File: src/pkg/act_pkg.sv
// constants, field layouts and carrier types for the activity clock throttle
package act_pkg;

    // ***************************************************
    // clock and sampling periods
    // ***************************************************
    localparam int unsigned ACT_CLK_NS = 5;
    // sampling periods in ns, rate codes 0 to 7
    localparam int unsigned ACT_RATE_NS [8] = '{61000, 122000, 244000, 488000,
        976000, 1950000, 3910000, 7810000};
    localparam int unsigned ACT_RATE_CYC [8] = '{
        ACT_RATE_NS[0] / ACT_CLK_NS, ACT_RATE_NS[1] / ACT_CLK_NS,
        ACT_RATE_NS[2] / ACT_CLK_NS, ACT_RATE_NS[3] / ACT_CLK_NS,
        ACT_RATE_NS[4] / ACT_CLK_NS, ACT_RATE_NS[5] / ACT_CLK_NS,
        ACT_RATE_NS[6] / ACT_CLK_NS, ACT_RATE_NS[7] / ACT_CLK_NS};
    localparam int ACT_CNT_W = 21;

    // ***************************************************
    // register indices, byte address is four times index
    // ***************************************************
    localparam int ACT_ADDR_W = 12;
    localparam logic [7:0] ACT_IDX_IDLE_STEP = 8'hE0;
    localparam logic [7:0] ACT_IDX_BUSY_STEP = 8'hE1;
    localparam logic [7:0] ACT_IDX_LEVEL = 8'hE2;
    localparam logic [7:0] ACT_IDX_CONTROL = 8'hE3;
    localparam logic [7:0] ACT_IDX_MASK = 8'hF0;
    localparam logic [7:0] ACT_IDX_STATUS = 8'hF1;

    // ***************************************************
    // reset values and field positions
    // ***************************************************
    localparam logic [7:0] ACT_RST_IDLE_STEP = 8'h00;
    localparam logic [7:0] ACT_RST_BUSY_STEP = 8'h00;
    localparam logic [7:0] ACT_RST_LEVEL = 8'hFF;
    localparam logic [7:0] ACT_LEVEL_FULL = 8'hFF;
    localparam logic [7:0] ACT_LEVEL_ZERO = 8'h00;
    localparam logic ACT_RST_ENABLE = 1'b0;
    localparam logic [2:0] ACT_RST_RATE = 3'h0;
    localparam logic ACT_RST_CS_MASK = 1'b1;
    localparam logic ACT_RST_KBD_MASK = 1'b1;
    localparam int ACT_CTRL_EN_BIT = 7;
    localparam int ACT_CTRL_RATE_LSB = 0;
    localparam int ACT_MASK_CS_BIT = 0;
    localparam int ACT_MASK_KBD_BIT = 1;
    localparam int ACT_STAT_REQ_BIT = 0;
    localparam logic [1:0] ACT_RESP_OKAY = 2'h0;
    localparam logic [1:0] ACT_RESP_SLVERR = 2'h2;

    // ***************************************************
    // carrier types
    // ***************************************************
    typedef struct packed {
        logic enable;
        logic [2:0] rate;
    } act_ctrl_t;

    typedef struct packed {
        logic kbd;
        logic cs;
    } act_mask_t;

    typedef enum logic [0:0] {
        ACT_WR_IDLE = 1'b0,
        ACT_WR_RESP = 1'b1
    } act_wr_state_t;

endpackage : act_pkg

File: src/rtl/act_throttle.sv
// activity driven processor clock throttle with axi4-lite registers
// Behaviour
// - chip select mask bit, reset 1; cleared lets chip select activity count
// - idle step is 8-bit two's complement, reset zero, up to +127
// - busy period end adds unsigned busy step (reset zero) to level
// - 8-bit activity level tracks unmasked sources, resets to all ones
// - level at zero raises the slow/stop request
// - request stays raised until level reaches all ones
// - after all ones, no new request until level returns to zero
// - control bit 7 enables sampling, reset 0; level writable while 0
// - 3-bit rate selects period 61us to 7.81ms, reset code 0
// - keyboard mask bit, reset 1; cleared lets keyboard accesses count
`timescale 1ns/1ps
`default_nettype none

module act_throttle #(
    parameter int unsigned RATE_CYC [8] = act_pkg::ACT_RATE_CYC
) (
    input wire logic ref_clk,
    input wire logic reset_n,
    input wire logic [act_pkg::ACT_ADDR_W-1:0] s_axi_awaddr,
    input wire logic s_axi_awvalid,
    output logic s_axi_awready,
    input wire logic [31:0] s_axi_wdata,
    input wire logic [3:0] s_axi_wstrb,
    input wire logic s_axi_wvalid,
    output logic s_axi_wready,
    output logic [1:0] s_axi_bresp,
    output logic s_axi_bvalid,
    input wire logic s_axi_bready,
    input wire logic [act_pkg::ACT_ADDR_W-1:0] s_axi_araddr,
    input wire logic s_axi_arvalid,
    output logic s_axi_arready,
    output logic [31:0] s_axi_rdata,
    output logic [1:0] s_axi_rresp,
    output logic s_axi_rvalid,
    input wire logic s_axi_rready,
    input wire logic chip_select_activity,
    input wire logic keyboard_activity,
    output logic slow_stop_request
);
    import act_pkg::*;

    // ***************************************************
    // activity input synchronisers
    // ***************************************************
    logic [1:0] sync_a;
    logic [1:0] sync_b;

    // pins are asynchronous, two flops before any use
    always_ff @(posedge ref_clk) begin
        if (!reset_n) begin
            sync_a <= 2'h0;
            sync_b <= 2'h0;
        end else begin
            sync_a <= {keyboard_activity, chip_select_activity};
            sync_b <= sync_a;
        end
    end

    // ***************************************************
    // register state
    // ***************************************************
    logic [7:0] idle_step_value;
    logic [7:0] busy_step_value;
    logic [7:0] activity_level_count;
    act_ctrl_t ctrl;
    act_mask_t mask;
    logic [7:0] next_idle_step_value;
    logic [7:0] next_busy_step_value;
    logic [7:0] next_activity_level_count;
    act_ctrl_t next_ctrl;
    act_mask_t next_mask;
    logic throttle_sampling_enable;
    logic [2:0] sampling_rate_select;
    logic chip_select_activity_mask;
    logic keyboard_activity_mask;

    assign throttle_sampling_enable = ctrl.enable;
    assign sampling_rate_select = ctrl.rate;
    assign chip_select_activity_mask = mask.cs;
    assign keyboard_activity_mask = mask.kbd;

    // ***************************************************
    // axi4-lite write channel
    // ***************************************************
    act_wr_state_t wr_st;
    act_wr_state_t next_wr_st;
    logic aw_full;
    logic w_full;
    logic [7:0] aw_idx;
    logic [7:0] w_byte;
    logic w_lane0;
    logic [1:0] bresp;
    logic next_aw_full;
    logic next_w_full;
    logic [7:0] next_aw_idx;
    logic [7:0] next_w_byte;
    logic next_w_lane0;
    logic [1:0] next_bresp;
    logic do_write;
    logic wr_hit;

    // address and data taken in either order, held until both arrive
    assign s_axi_awready = !aw_full && (wr_st == ACT_WR_IDLE);
    assign s_axi_wready = !w_full && (wr_st == ACT_WR_IDLE);
    assign s_axi_bvalid = (wr_st == ACT_WR_RESP);
    assign s_axi_bresp = bresp;
    assign do_write = aw_full && w_full && (wr_st == ACT_WR_IDLE);

    // write bookkeeping and response state
    always_comb begin
        next_aw_full = aw_full;
        next_w_full = w_full;
        next_aw_idx = aw_idx;
        next_w_byte = w_byte;
        next_w_lane0 = w_lane0;
        next_bresp = bresp;
        next_wr_st = wr_st;
        wr_hit = 1'b0;
        if (s_axi_awvalid && s_axi_awready) begin
            next_aw_full = 1'b1;
            next_aw_idx = s_axi_awaddr[9:2];
        end
        if (s_axi_wvalid && s_axi_wready) begin
            next_w_full = 1'b1;
            next_w_byte = s_axi_wdata[7:0];
            next_w_lane0 = s_axi_wstrb[0];
        end
        if (aw_idx == ACT_IDX_IDLE_STEP || aw_idx == ACT_IDX_BUSY_STEP) begin
            wr_hit = 1'b1;
        end else if (aw_idx == ACT_IDX_LEVEL || aw_idx == ACT_IDX_CONTROL) begin
            wr_hit = 1'b1;
        end else if (aw_idx == ACT_IDX_MASK || aw_idx == ACT_IDX_STATUS) begin
            wr_hit = 1'b1;
        end
        case (wr_st)
            ACT_WR_IDLE: begin
                if (do_write) begin
                    next_aw_full = 1'b0;
                    next_w_full = 1'b0;
                    next_bresp = wr_hit ? ACT_RESP_OKAY : ACT_RESP_SLVERR;
                    next_wr_st = ACT_WR_RESP;
                end
            end
            ACT_WR_RESP: begin
                if (s_axi_bready) begin
                    next_wr_st = ACT_WR_IDLE;
                end
            end
            default: next_wr_st = ACT_WR_IDLE;
        endcase
    end

    always_ff @(posedge ref_clk) begin
        if (!reset_n) begin
            aw_full <= 1'b0;
            w_full <= 1'b0;
            aw_idx <= 8'h00;
            w_byte <= 8'h00;
            w_lane0 <= 1'b0;
            bresp <= ACT_RESP_OKAY;
            wr_st <= ACT_WR_IDLE;
        end else begin
            aw_full <= next_aw_full;
            w_full <= next_w_full;
            aw_idx <= next_aw_idx;
            w_byte <= next_w_byte;
            w_lane0 <= next_w_lane0;
            bresp <= next_bresp;
            wr_st <= next_wr_st;
        end
    end

    // ***************************************************
    // sampling period counter and activity capture
    // ***************************************************
    logic [ACT_CNT_W-1:0] period_cnt;
    logic [ACT_CNT_W-1:0] next_period_cnt;
    logic [ACT_CNT_W-1:0] period_last;
    logic period_end;
    logic seen;
    logic next_seen;
    logic act_now;

    // unmasked activity this cycle
    assign act_now = (sync_b[0] && !chip_select_activity_mask)
        || (sync_b[1] && !keyboard_activity_mask);
    assign period_last = ACT_CNT_W'(RATE_CYC[sampling_rate_select] - 1);
    assign period_end = throttle_sampling_enable && (period_cnt >= period_last);

    // a rate change to a period the count has already passed ends it at once rather than overrunning
    always_comb begin
        next_period_cnt = period_cnt;
        next_seen = seen;
        if (!ctrl.enable) begin
            next_period_cnt = '0;
            next_seen = 1'b0;
        end else if (period_end) begin
            next_period_cnt = '0;
            next_seen = 1'b0;
        end else begin
            next_period_cnt = period_cnt + 1'b1;
            next_seen = seen || act_now;
        end
    end

    always_ff @(posedge ref_clk) begin
        if (!reset_n) begin
            period_cnt <= '0;
            seen <= 1'b0;
        end else begin
            period_cnt <= next_period_cnt;
            seen <= next_seen;
        end
    end

    // ***************************************************
    // level update and software registers
    // ***************************************************
    logic signed [9:0] step;
    logic signed [9:0] sum;
    logic [7:0] updated_level;
    logic busy_period;

    // activity in the final cycle still counts for this period
    assign busy_period = seen || act_now;

    // widen to ten bits so the sum can be clamped, not wrapped
    always_comb begin
        if (busy_period) begin
            step = {2'b00, busy_step_value};
        end else begin
            step = {{2{idle_step_value[7]}}, idle_step_value};
        end
        sum = $signed({2'b00, activity_level_count}) + step;
        if (sum < 0) begin
            updated_level = ACT_LEVEL_ZERO;
        end else if (sum > $signed({2'b00, ACT_LEVEL_FULL})) begin
            updated_level = ACT_LEVEL_FULL;
        end else begin
            updated_level = sum[7:0];
        end
    end

    // software writes and periodic level update
    always_comb begin
        next_idle_step_value = idle_step_value;
        next_busy_step_value = busy_step_value;
        next_activity_level_count = activity_level_count;
        next_ctrl = ctrl;
        next_mask = mask;
        if (period_end) begin
            next_activity_level_count = updated_level;
        end
        if (do_write && w_lane0) begin
            if (aw_idx == ACT_IDX_IDLE_STEP) begin
                next_idle_step_value = w_byte;
            end else if (aw_idx == ACT_IDX_BUSY_STEP) begin
                next_busy_step_value = w_byte;
            end else if (aw_idx == ACT_IDX_LEVEL) begin
                // ignored while sampling runs, so preload needs a pause
                if (!ctrl.enable) begin
                    next_activity_level_count = w_byte;
                end
            end else if (aw_idx == ACT_IDX_CONTROL) begin
                next_ctrl.enable = w_byte[ACT_CTRL_EN_BIT];
                next_ctrl.rate = w_byte[ACT_CTRL_RATE_LSB +: 3];
            end else if (aw_idx == ACT_IDX_MASK) begin
                next_mask.cs = w_byte[ACT_MASK_CS_BIT];
                next_mask.kbd = w_byte[ACT_MASK_KBD_BIT];
            end
        end
    end

    always_ff @(posedge ref_clk) begin
        if (!reset_n) begin
            idle_step_value <= ACT_RST_IDLE_STEP;
            busy_step_value <= ACT_RST_BUSY_STEP;
            activity_level_count <= ACT_RST_LEVEL;
            ctrl <= '{enable: ACT_RST_ENABLE, rate: ACT_RST_RATE};
            mask <= '{kbd: ACT_RST_KBD_MASK, cs: ACT_RST_CS_MASK};
        end else begin
            idle_step_value <= next_idle_step_value;
            busy_step_value <= next_busy_step_value;
            activity_level_count <= next_activity_level_count;
            ctrl <= next_ctrl;
            mask <= next_mask;
        end
    end

    // ***************************************************
    // slow/stop request with hysteresis
    // ***************************************************
    logic next_request;

    always_comb begin
        next_request = slow_stop_request;
        if (activity_level_count == ACT_LEVEL_ZERO) begin
            next_request = 1'b1;
        end else if (activity_level_count == ACT_LEVEL_FULL) begin
            next_request = 1'b0;
        end
    end

    always_ff @(posedge ref_clk) begin
        if (!reset_n) begin
            slow_stop_request <= 1'b0;
        end else begin
            slow_stop_request <= next_request;
        end
    end

    // ***************************************************
    // axi4-lite read channel
    // ***************************************************
    logic rvalid;
    logic [31:0] rdata;
    logic [1:0] rresp;
    logic next_rvalid;
    logic [31:0] next_rdata;
    logic [1:0] next_rresp;
    logic [7:0] ar_idx;

    assign s_axi_arready = !rvalid;
    assign s_axi_rvalid = rvalid;
    assign s_axi_rdata = rdata;
    assign s_axi_rresp = rresp;
    assign ar_idx = s_axi_araddr[9:2];

    // one read at a time; data stays until rready
    always_comb begin
        next_rvalid = rvalid;
        next_rdata = rdata;
        next_rresp = rresp;
        if (rvalid && s_axi_rready) begin
            next_rvalid = 1'b0;
        end
        if (s_axi_arvalid && !rvalid) begin
            next_rvalid = 1'b1;
            next_rdata = 32'h0000_0000;
            next_rresp = ACT_RESP_OKAY;
            if (ar_idx == ACT_IDX_IDLE_STEP) begin
                next_rdata[7:0] = idle_step_value;
            end else if (ar_idx == ACT_IDX_BUSY_STEP) begin
                next_rdata[7:0] = busy_step_value;
            end else if (ar_idx == ACT_IDX_LEVEL) begin
                next_rdata[7:0] = activity_level_count;
            end else if (ar_idx == ACT_IDX_CONTROL) begin
                next_rdata[ACT_CTRL_EN_BIT] = ctrl.enable;
                next_rdata[ACT_CTRL_RATE_LSB +: 3] = ctrl.rate;
            end else if (ar_idx == ACT_IDX_MASK) begin
                next_rdata[ACT_MASK_CS_BIT] = mask.cs;
                next_rdata[ACT_MASK_KBD_BIT] = mask.kbd;
            end else if (ar_idx == ACT_IDX_STATUS) begin
                next_rdata[ACT_STAT_REQ_BIT] = slow_stop_request;
            end else begin
                next_rresp = ACT_RESP_SLVERR;
            end
        end
    end

    always_ff @(posedge ref_clk) begin
        if (!reset_n) begin
            rvalid <= 1'b0;
            rdata <= 32'h0000_0000;
            rresp <= ACT_RESP_OKAY;
        end else begin
            rvalid <= next_rvalid;
            rdata <= next_rdata;
            rresp <= next_rresp;
        end
    end

    // ***************************************************
    // assertions
    // ***************************************************
    a_req_at_zero: assert property (@(posedge ref_clk) disable iff (!reset_n)
        activity_level_count == ACT_LEVEL_ZERO |=> slow_stop_request)
        else $error("request not raised at zero level");
    a_req_hold_mid: assert property (@(posedge ref_clk) disable iff (!reset_n)
        slow_stop_request && activity_level_count != ACT_LEVEL_FULL |=> slow_stop_request)
        else $error("request dropped before full level");
    a_req_drop_full: assert property (@(posedge ref_clk) disable iff (!reset_n)
        activity_level_count == ACT_LEVEL_FULL |=> !slow_stop_request)
        else $error("request held at full level");
    a_no_new_req: assert property (@(posedge ref_clk) disable iff (!reset_n)
        !slow_stop_request && activity_level_count != ACT_LEVEL_ZERO |=> !slow_stop_request)
        else $error("request raised above zero");
    a_level_paused: assert property (@(posedge ref_clk) disable iff (!reset_n)
        !ctrl.enable && !(do_write && aw_idx == ACT_IDX_LEVEL) |=> $stable(activity_level_count))
        else $error("level moved while paused");
    a_busy_step_add: assert property (@(posedge ref_clk) disable iff (!reset_n)
        period_end && busy_period && !do_write && activity_level_count <= 8'h7F
        && busy_step_value <= 8'h7F
        |=> activity_level_count == $past(activity_level_count) + $past(busy_step_value))
        else $error("busy step not added");
    a_idle_clamp: assert property (@(posedge ref_clk) disable iff (!reset_n)
        period_end && !busy_period && idle_step_value[7] && !do_write
        && activity_level_count < (~idle_step_value + 8'h01)
        |=> activity_level_count == ACT_LEVEL_ZERO)
        else $error("idle step did not clamp at zero");
    a_mask_reset: assert property (@(posedge ref_clk)
        !reset_n |=> mask.cs && mask.kbd && idle_step_value == ACT_RST_IDLE_STEP)
        else $error("mask or idle step reset wrong");
    a_period_len: assert property (@(posedge ref_clk) disable iff (!reset_n)
        period_end |-> period_cnt == period_last)
        else $error("period ended off count");

endmodule : act_throttle

`default_nettype wire

File: config.mk
export PLATFORM = sky130hd
export DESIGN_NAME = act_throttle
export DESIGN_NICKNAME = d
export VERILOG_FILES = /design/src/pkg/act_pkg.sv /design/src/rtl/act_throttle.sv
export SDC_FILE = /design/constraint.sdc
export NUM_CORES = 1
export LEC_CHECK = 0
export BUFFER_PORTS_ARGS = -buffer_cell sky130_fd_sc_hd__buf_2
export CAP_MARGIN = 40
export CORE_MARGIN = 2
export CORE_UTILIZATION = 55
export CTS_CLUSTER_DIAMETER = 100
export DETAILED_ROUTE_END_ITERATION = 8
export PLACE_DENSITY = 0.92
export SKIP_LAST_GASP = 1
export SLEW_MARGIN = 20
export SYNTH_ARGS = -nofsm -noshare
export SYNTH_HDL_FRONTEND = slang
export SYNTH_SLANG_ARGS = --single-unit
File: constraint.sdc
create_clock -name ref_clk -period 4.3 [get_ports ref_clk]
set_input_delay 0.645 -clock ref_clk [delete_from_list [all_inputs] [get_ports ref_clk]]
set_output_delay 0.645 -clock ref_clk [all_outputs]
set_load 0.02 [all_outputs]
==> out/results.tsv <==
stage	metric	value	unit
logic_synthesis	sequential cell area fraction in the yosys report	0.343	
grt	initial antenna violation count	0	
cts	clk_lat worst skew	0.38	ns
drt	vias	4441	
placement	post-DP HPWL	8.59	mm
setup_path	worst reg-to-reg setup slack	0.77	ns
drt	DRT Pass-1 Iters	5	
floorplan	I/O pins	111	
cts	hold buffers post-CTS	0	
hold_path	WHS Path Cells	1	
timing	final hold violation count	0	
cells_and_area	Non-Filler Instances	766	
logic_synthesis	Synth area leaders	dfxtp_1, ha_1, nand2_1	
drt	post-route ant nets	0	
power	PwrDens	291	nW/µm²
cells_and_area	layout cell share with drive strength beyond 1	0.134	
timing	setup_tns	0	ns
grt	GRT Util Overall	0.234	
setup_path	FF-to-FF path depth	12	
run_status	status	finished, final reports clean	
timing	Pins Over Slew Limit	0	
setup_path	crit path launch type	register	
hold_path	Worst Hold End	sync_b[1]	
logic_synthesis	Commonest cells post-synth	nand2_1, dfxtp_1, nor2_1, a21boi_0, ha_1	
cells_and_area	final instance area	5560	µm²
cts	cts bufs inserted	9	
drt	DR WL/cell	14.9	µm
floorplan	starting density of the core	0.560	
logic_synthesis	post-synth cell types	54	
cts	clock root buffer	clkbuf_8	
timing	worst-margin pin slew	0.766	ns
power	Static Leak	2.30	nW
floorplan	Vert. Die Dim	101	µm
logic_synthesis	most numerous cell in the Yosys netlist	nand2_1	
power	Peak VDD IR	0.000218	V
setup_path	critical-path cell list	nand2b_1 -> nand2_1 -> nor2_1 -> buf_4 -> mux2_2 -> fa_1 -> a211oi_1 -> o21ai_0 -> a21o_1 -> xnor2_1 -> o211ai_1 -> nand4_1	
timing	final worst path period share	0.822	
cts	Longest Clk Path Bufs	2	
floorplan	Site Rows	35	
placement	PortBufs	49	
hold_path	Worst Hold Class	register to register	
floorplan	core region area	9150	µm²
timing	Rel. slew slack	0.485	
setup_path	WP data arrival	3.85	ns
grt	global-route wire length before repair	19.1	mm
cts	CTS tree	yes	
drt	Remaining DRCs	0	
timing	Final Setup Violations	0	
drt	1st-iter DRT viols	360	
setup_path	launching point of the worst reg2reg path	chip_select_activity_mask	
timing	Tmin final	3.53	ns
cts	CTS clock-pin slew for the worst setup and hold paths	0.09	ns
placement	Cell Area, Placed	5340	µm²
cells_and_area	Final nets	754	
setup_path	FF-to-FF End	activity_level_count[6]	
placement	DP Cell Count	750	
timing	RSZ-0062 raised after global routing	false	
logic_synthesis	async set-reset flop share out of synthesis	0	
setup_path	CP max stage cell	xnor2_1	
setup_path	Largest delay share family, worst path	compound AO/OA/AOI/OAI gates	
grt	GRT overflow	0	
grt	vias in the first global route	4159	
cts	# Post-CTS Setup Buffers	0	
cts	CTS resizes	0	
logic_synthesis	Most used DFF post-synth	dfxtp_1	
logic_synthesis	Synth top area share	0.343	
logic_synthesis	Netlist Area Pre-Place	5130	µm²
logic_synthesis	Ys Warns	0	
hold_path	hold_sp	sync_a[1]	
drt	Routed WL	11.4	mm
placement	GP Congestion	1.04	
floorplan	Die Width	101	µm
setup_path	CP Max Fanout	9	
logic_synthesis	Post-synth EDFFs	0	
cells_and_area	antenna cells	0	
setup_path	sum of buffers and inverters on the critical path	1	
logic_synthesis	Yosys reg bits	88	
logic_synthesis	Synth area leader	dfxtp_1	
timing	fmax	283	MHz
logic_synthesis	Post-Syn Area per Cell	8.40	µm²
power	Tot Pwr	1.62	mW
grt	pin count of the biggest net entering global routing	38	
timing	Clock Skews	0.0180	ns
setup_path	CP Class	register to register	
setup_path	CP endpoint kind	register	
drt	Vias/cell	5.80	
setup_path	largest stage delay on the critical path	0.52	ns
cts	Sink Count	88	
setup_path	required time of the critical path	4.61	ns
cts	H-tree levels	3	
cells_and_area	Area Overhead vs Synth	8.39	%
logic_synthesis	Post-Syn Instances	611	
flow_run	Max Cap Viol	0	
floorplan	die area	10100	µm²
==> worst register-to-register path, delay by kind of cell (launching register included) <==
family,cells,cell delay [ns]
and+or+nand+nor,4,0.51
buffers and inverters,1,0.23
AOI/OAI and AO/OA,4,1.01
muxes,1,0.39
xor gates and xnor gates,1,0.52
DFF,1,0.37
adders and majority gates,1,0.46
==> flip-flops by register name, summed over array words and instances, names as in the netlist, 2 cells and up <==
name / cells
period_cnt: 21
activity_level_count: 8
aw_idx: 8
busy_step_value: 8
idle_step_value: 8
s_axi_rdata: 8
w_byte: 8
sampling_rate_select: 3
sync_a: 2
sync_b: 2
==> cell usage in the layout, fill, tap and decap left out, types with 3 or more instances in the layout <==
master    count
xnor2_1      11
nor4_1        4
nand3b_1      6
buf_4         3
o221ai_1      3
and2_1        9
o211ai_1      9
conb_1       26
a211oi_1      3
a21boi_0     35
buf_2        49
and3_1        3
nand4_1      16
xor2_1       15
clkbuf_8      9
inv_1        18
ha_1         34
dfxtp_1      88
nor3_1        6
a21oi_1      24
o21ai_0      23
mux2i_1      20
nor2b_1      19
nor2_1       38
nand3_1      16
a21o_1        6
nand2b_1      4
nand4b_1      4
nand2_1     105
inv_6         3
a31oi_1       4
mux2_2        8
==> final cells by class <==
type | count | area, µm²
Inverter | 18 | 67.6
Clock inverter | 7 | 98.8
Tap cell | 111 | 139
Clock buffer | 9 | 124
Fill cell | 723 | 3590
Timing Repair Buffer | 52 | 268
Multi-Input combinational cell | 481 | 3100
Sequential cell | 88 | 1760
==> routing by layer <==
layer,wire length [µm],GRT usage,vias up
met5,0,0,-
met1,4780,0.294,2059
met3,727,0.0368,43
met2,5560,0.396,188
li1,-,-,2151
met4,381,0.105,0
==> power by group <==
part,switching [mW],internal (mW),leakage (nW)
combinational,0.0795,0.0415,1.48
sequential,0.0186,0.832,0.714
clock,0.314,0.332,0.111
total,0.412,1.21,2.30
==> worst max-delay path by stage <==
stage,to,cells past startpoint,slack [ns],from
finish,activity_level_count[6],12,0.77,chip_select_activity_mask
global route,activity_level_count[3],12,0.53,keyboard_activity_mask
CTS,activity_level_count[3],12,0.83,keyboard_activity_mask
detailed placement,activity_level_count[6],12,0.89,keyboard_activity_mask
global placement,activity_level_count[3],12,0.96,chip_select_activity_mask
floorplan,activity_level_count[2],12,1.13,chip_select_activity_mask
==> logic make-up after synthesis <==
group                      Yosys count  share of synthesized area
adders and majority gates           35                     0.0868
muxes                               30                     0.0654
AOI/OAI and AO/OA                  122                      0.158
xor gates and xnor gates            26                     0.0444
DFF                                 88                      0.343
buffers and inverters               67                     0.0702
and+or+nand+nor                    242                      0.231
other                                1                   0.000731
==> metrics by stage <==
step                setup WS [ns]  hold WS, ns  utilization
floorplan                    1.13        0.412            -
global placement            0.963        0.429        0.583
detailed placement          0.893        0.431        0.583
CTS                         0.832        0.452        0.608
global route                0.529        0.464        0.608
finish                      0.766        0.447        0.608
Power figures use the tool's default switching activity.
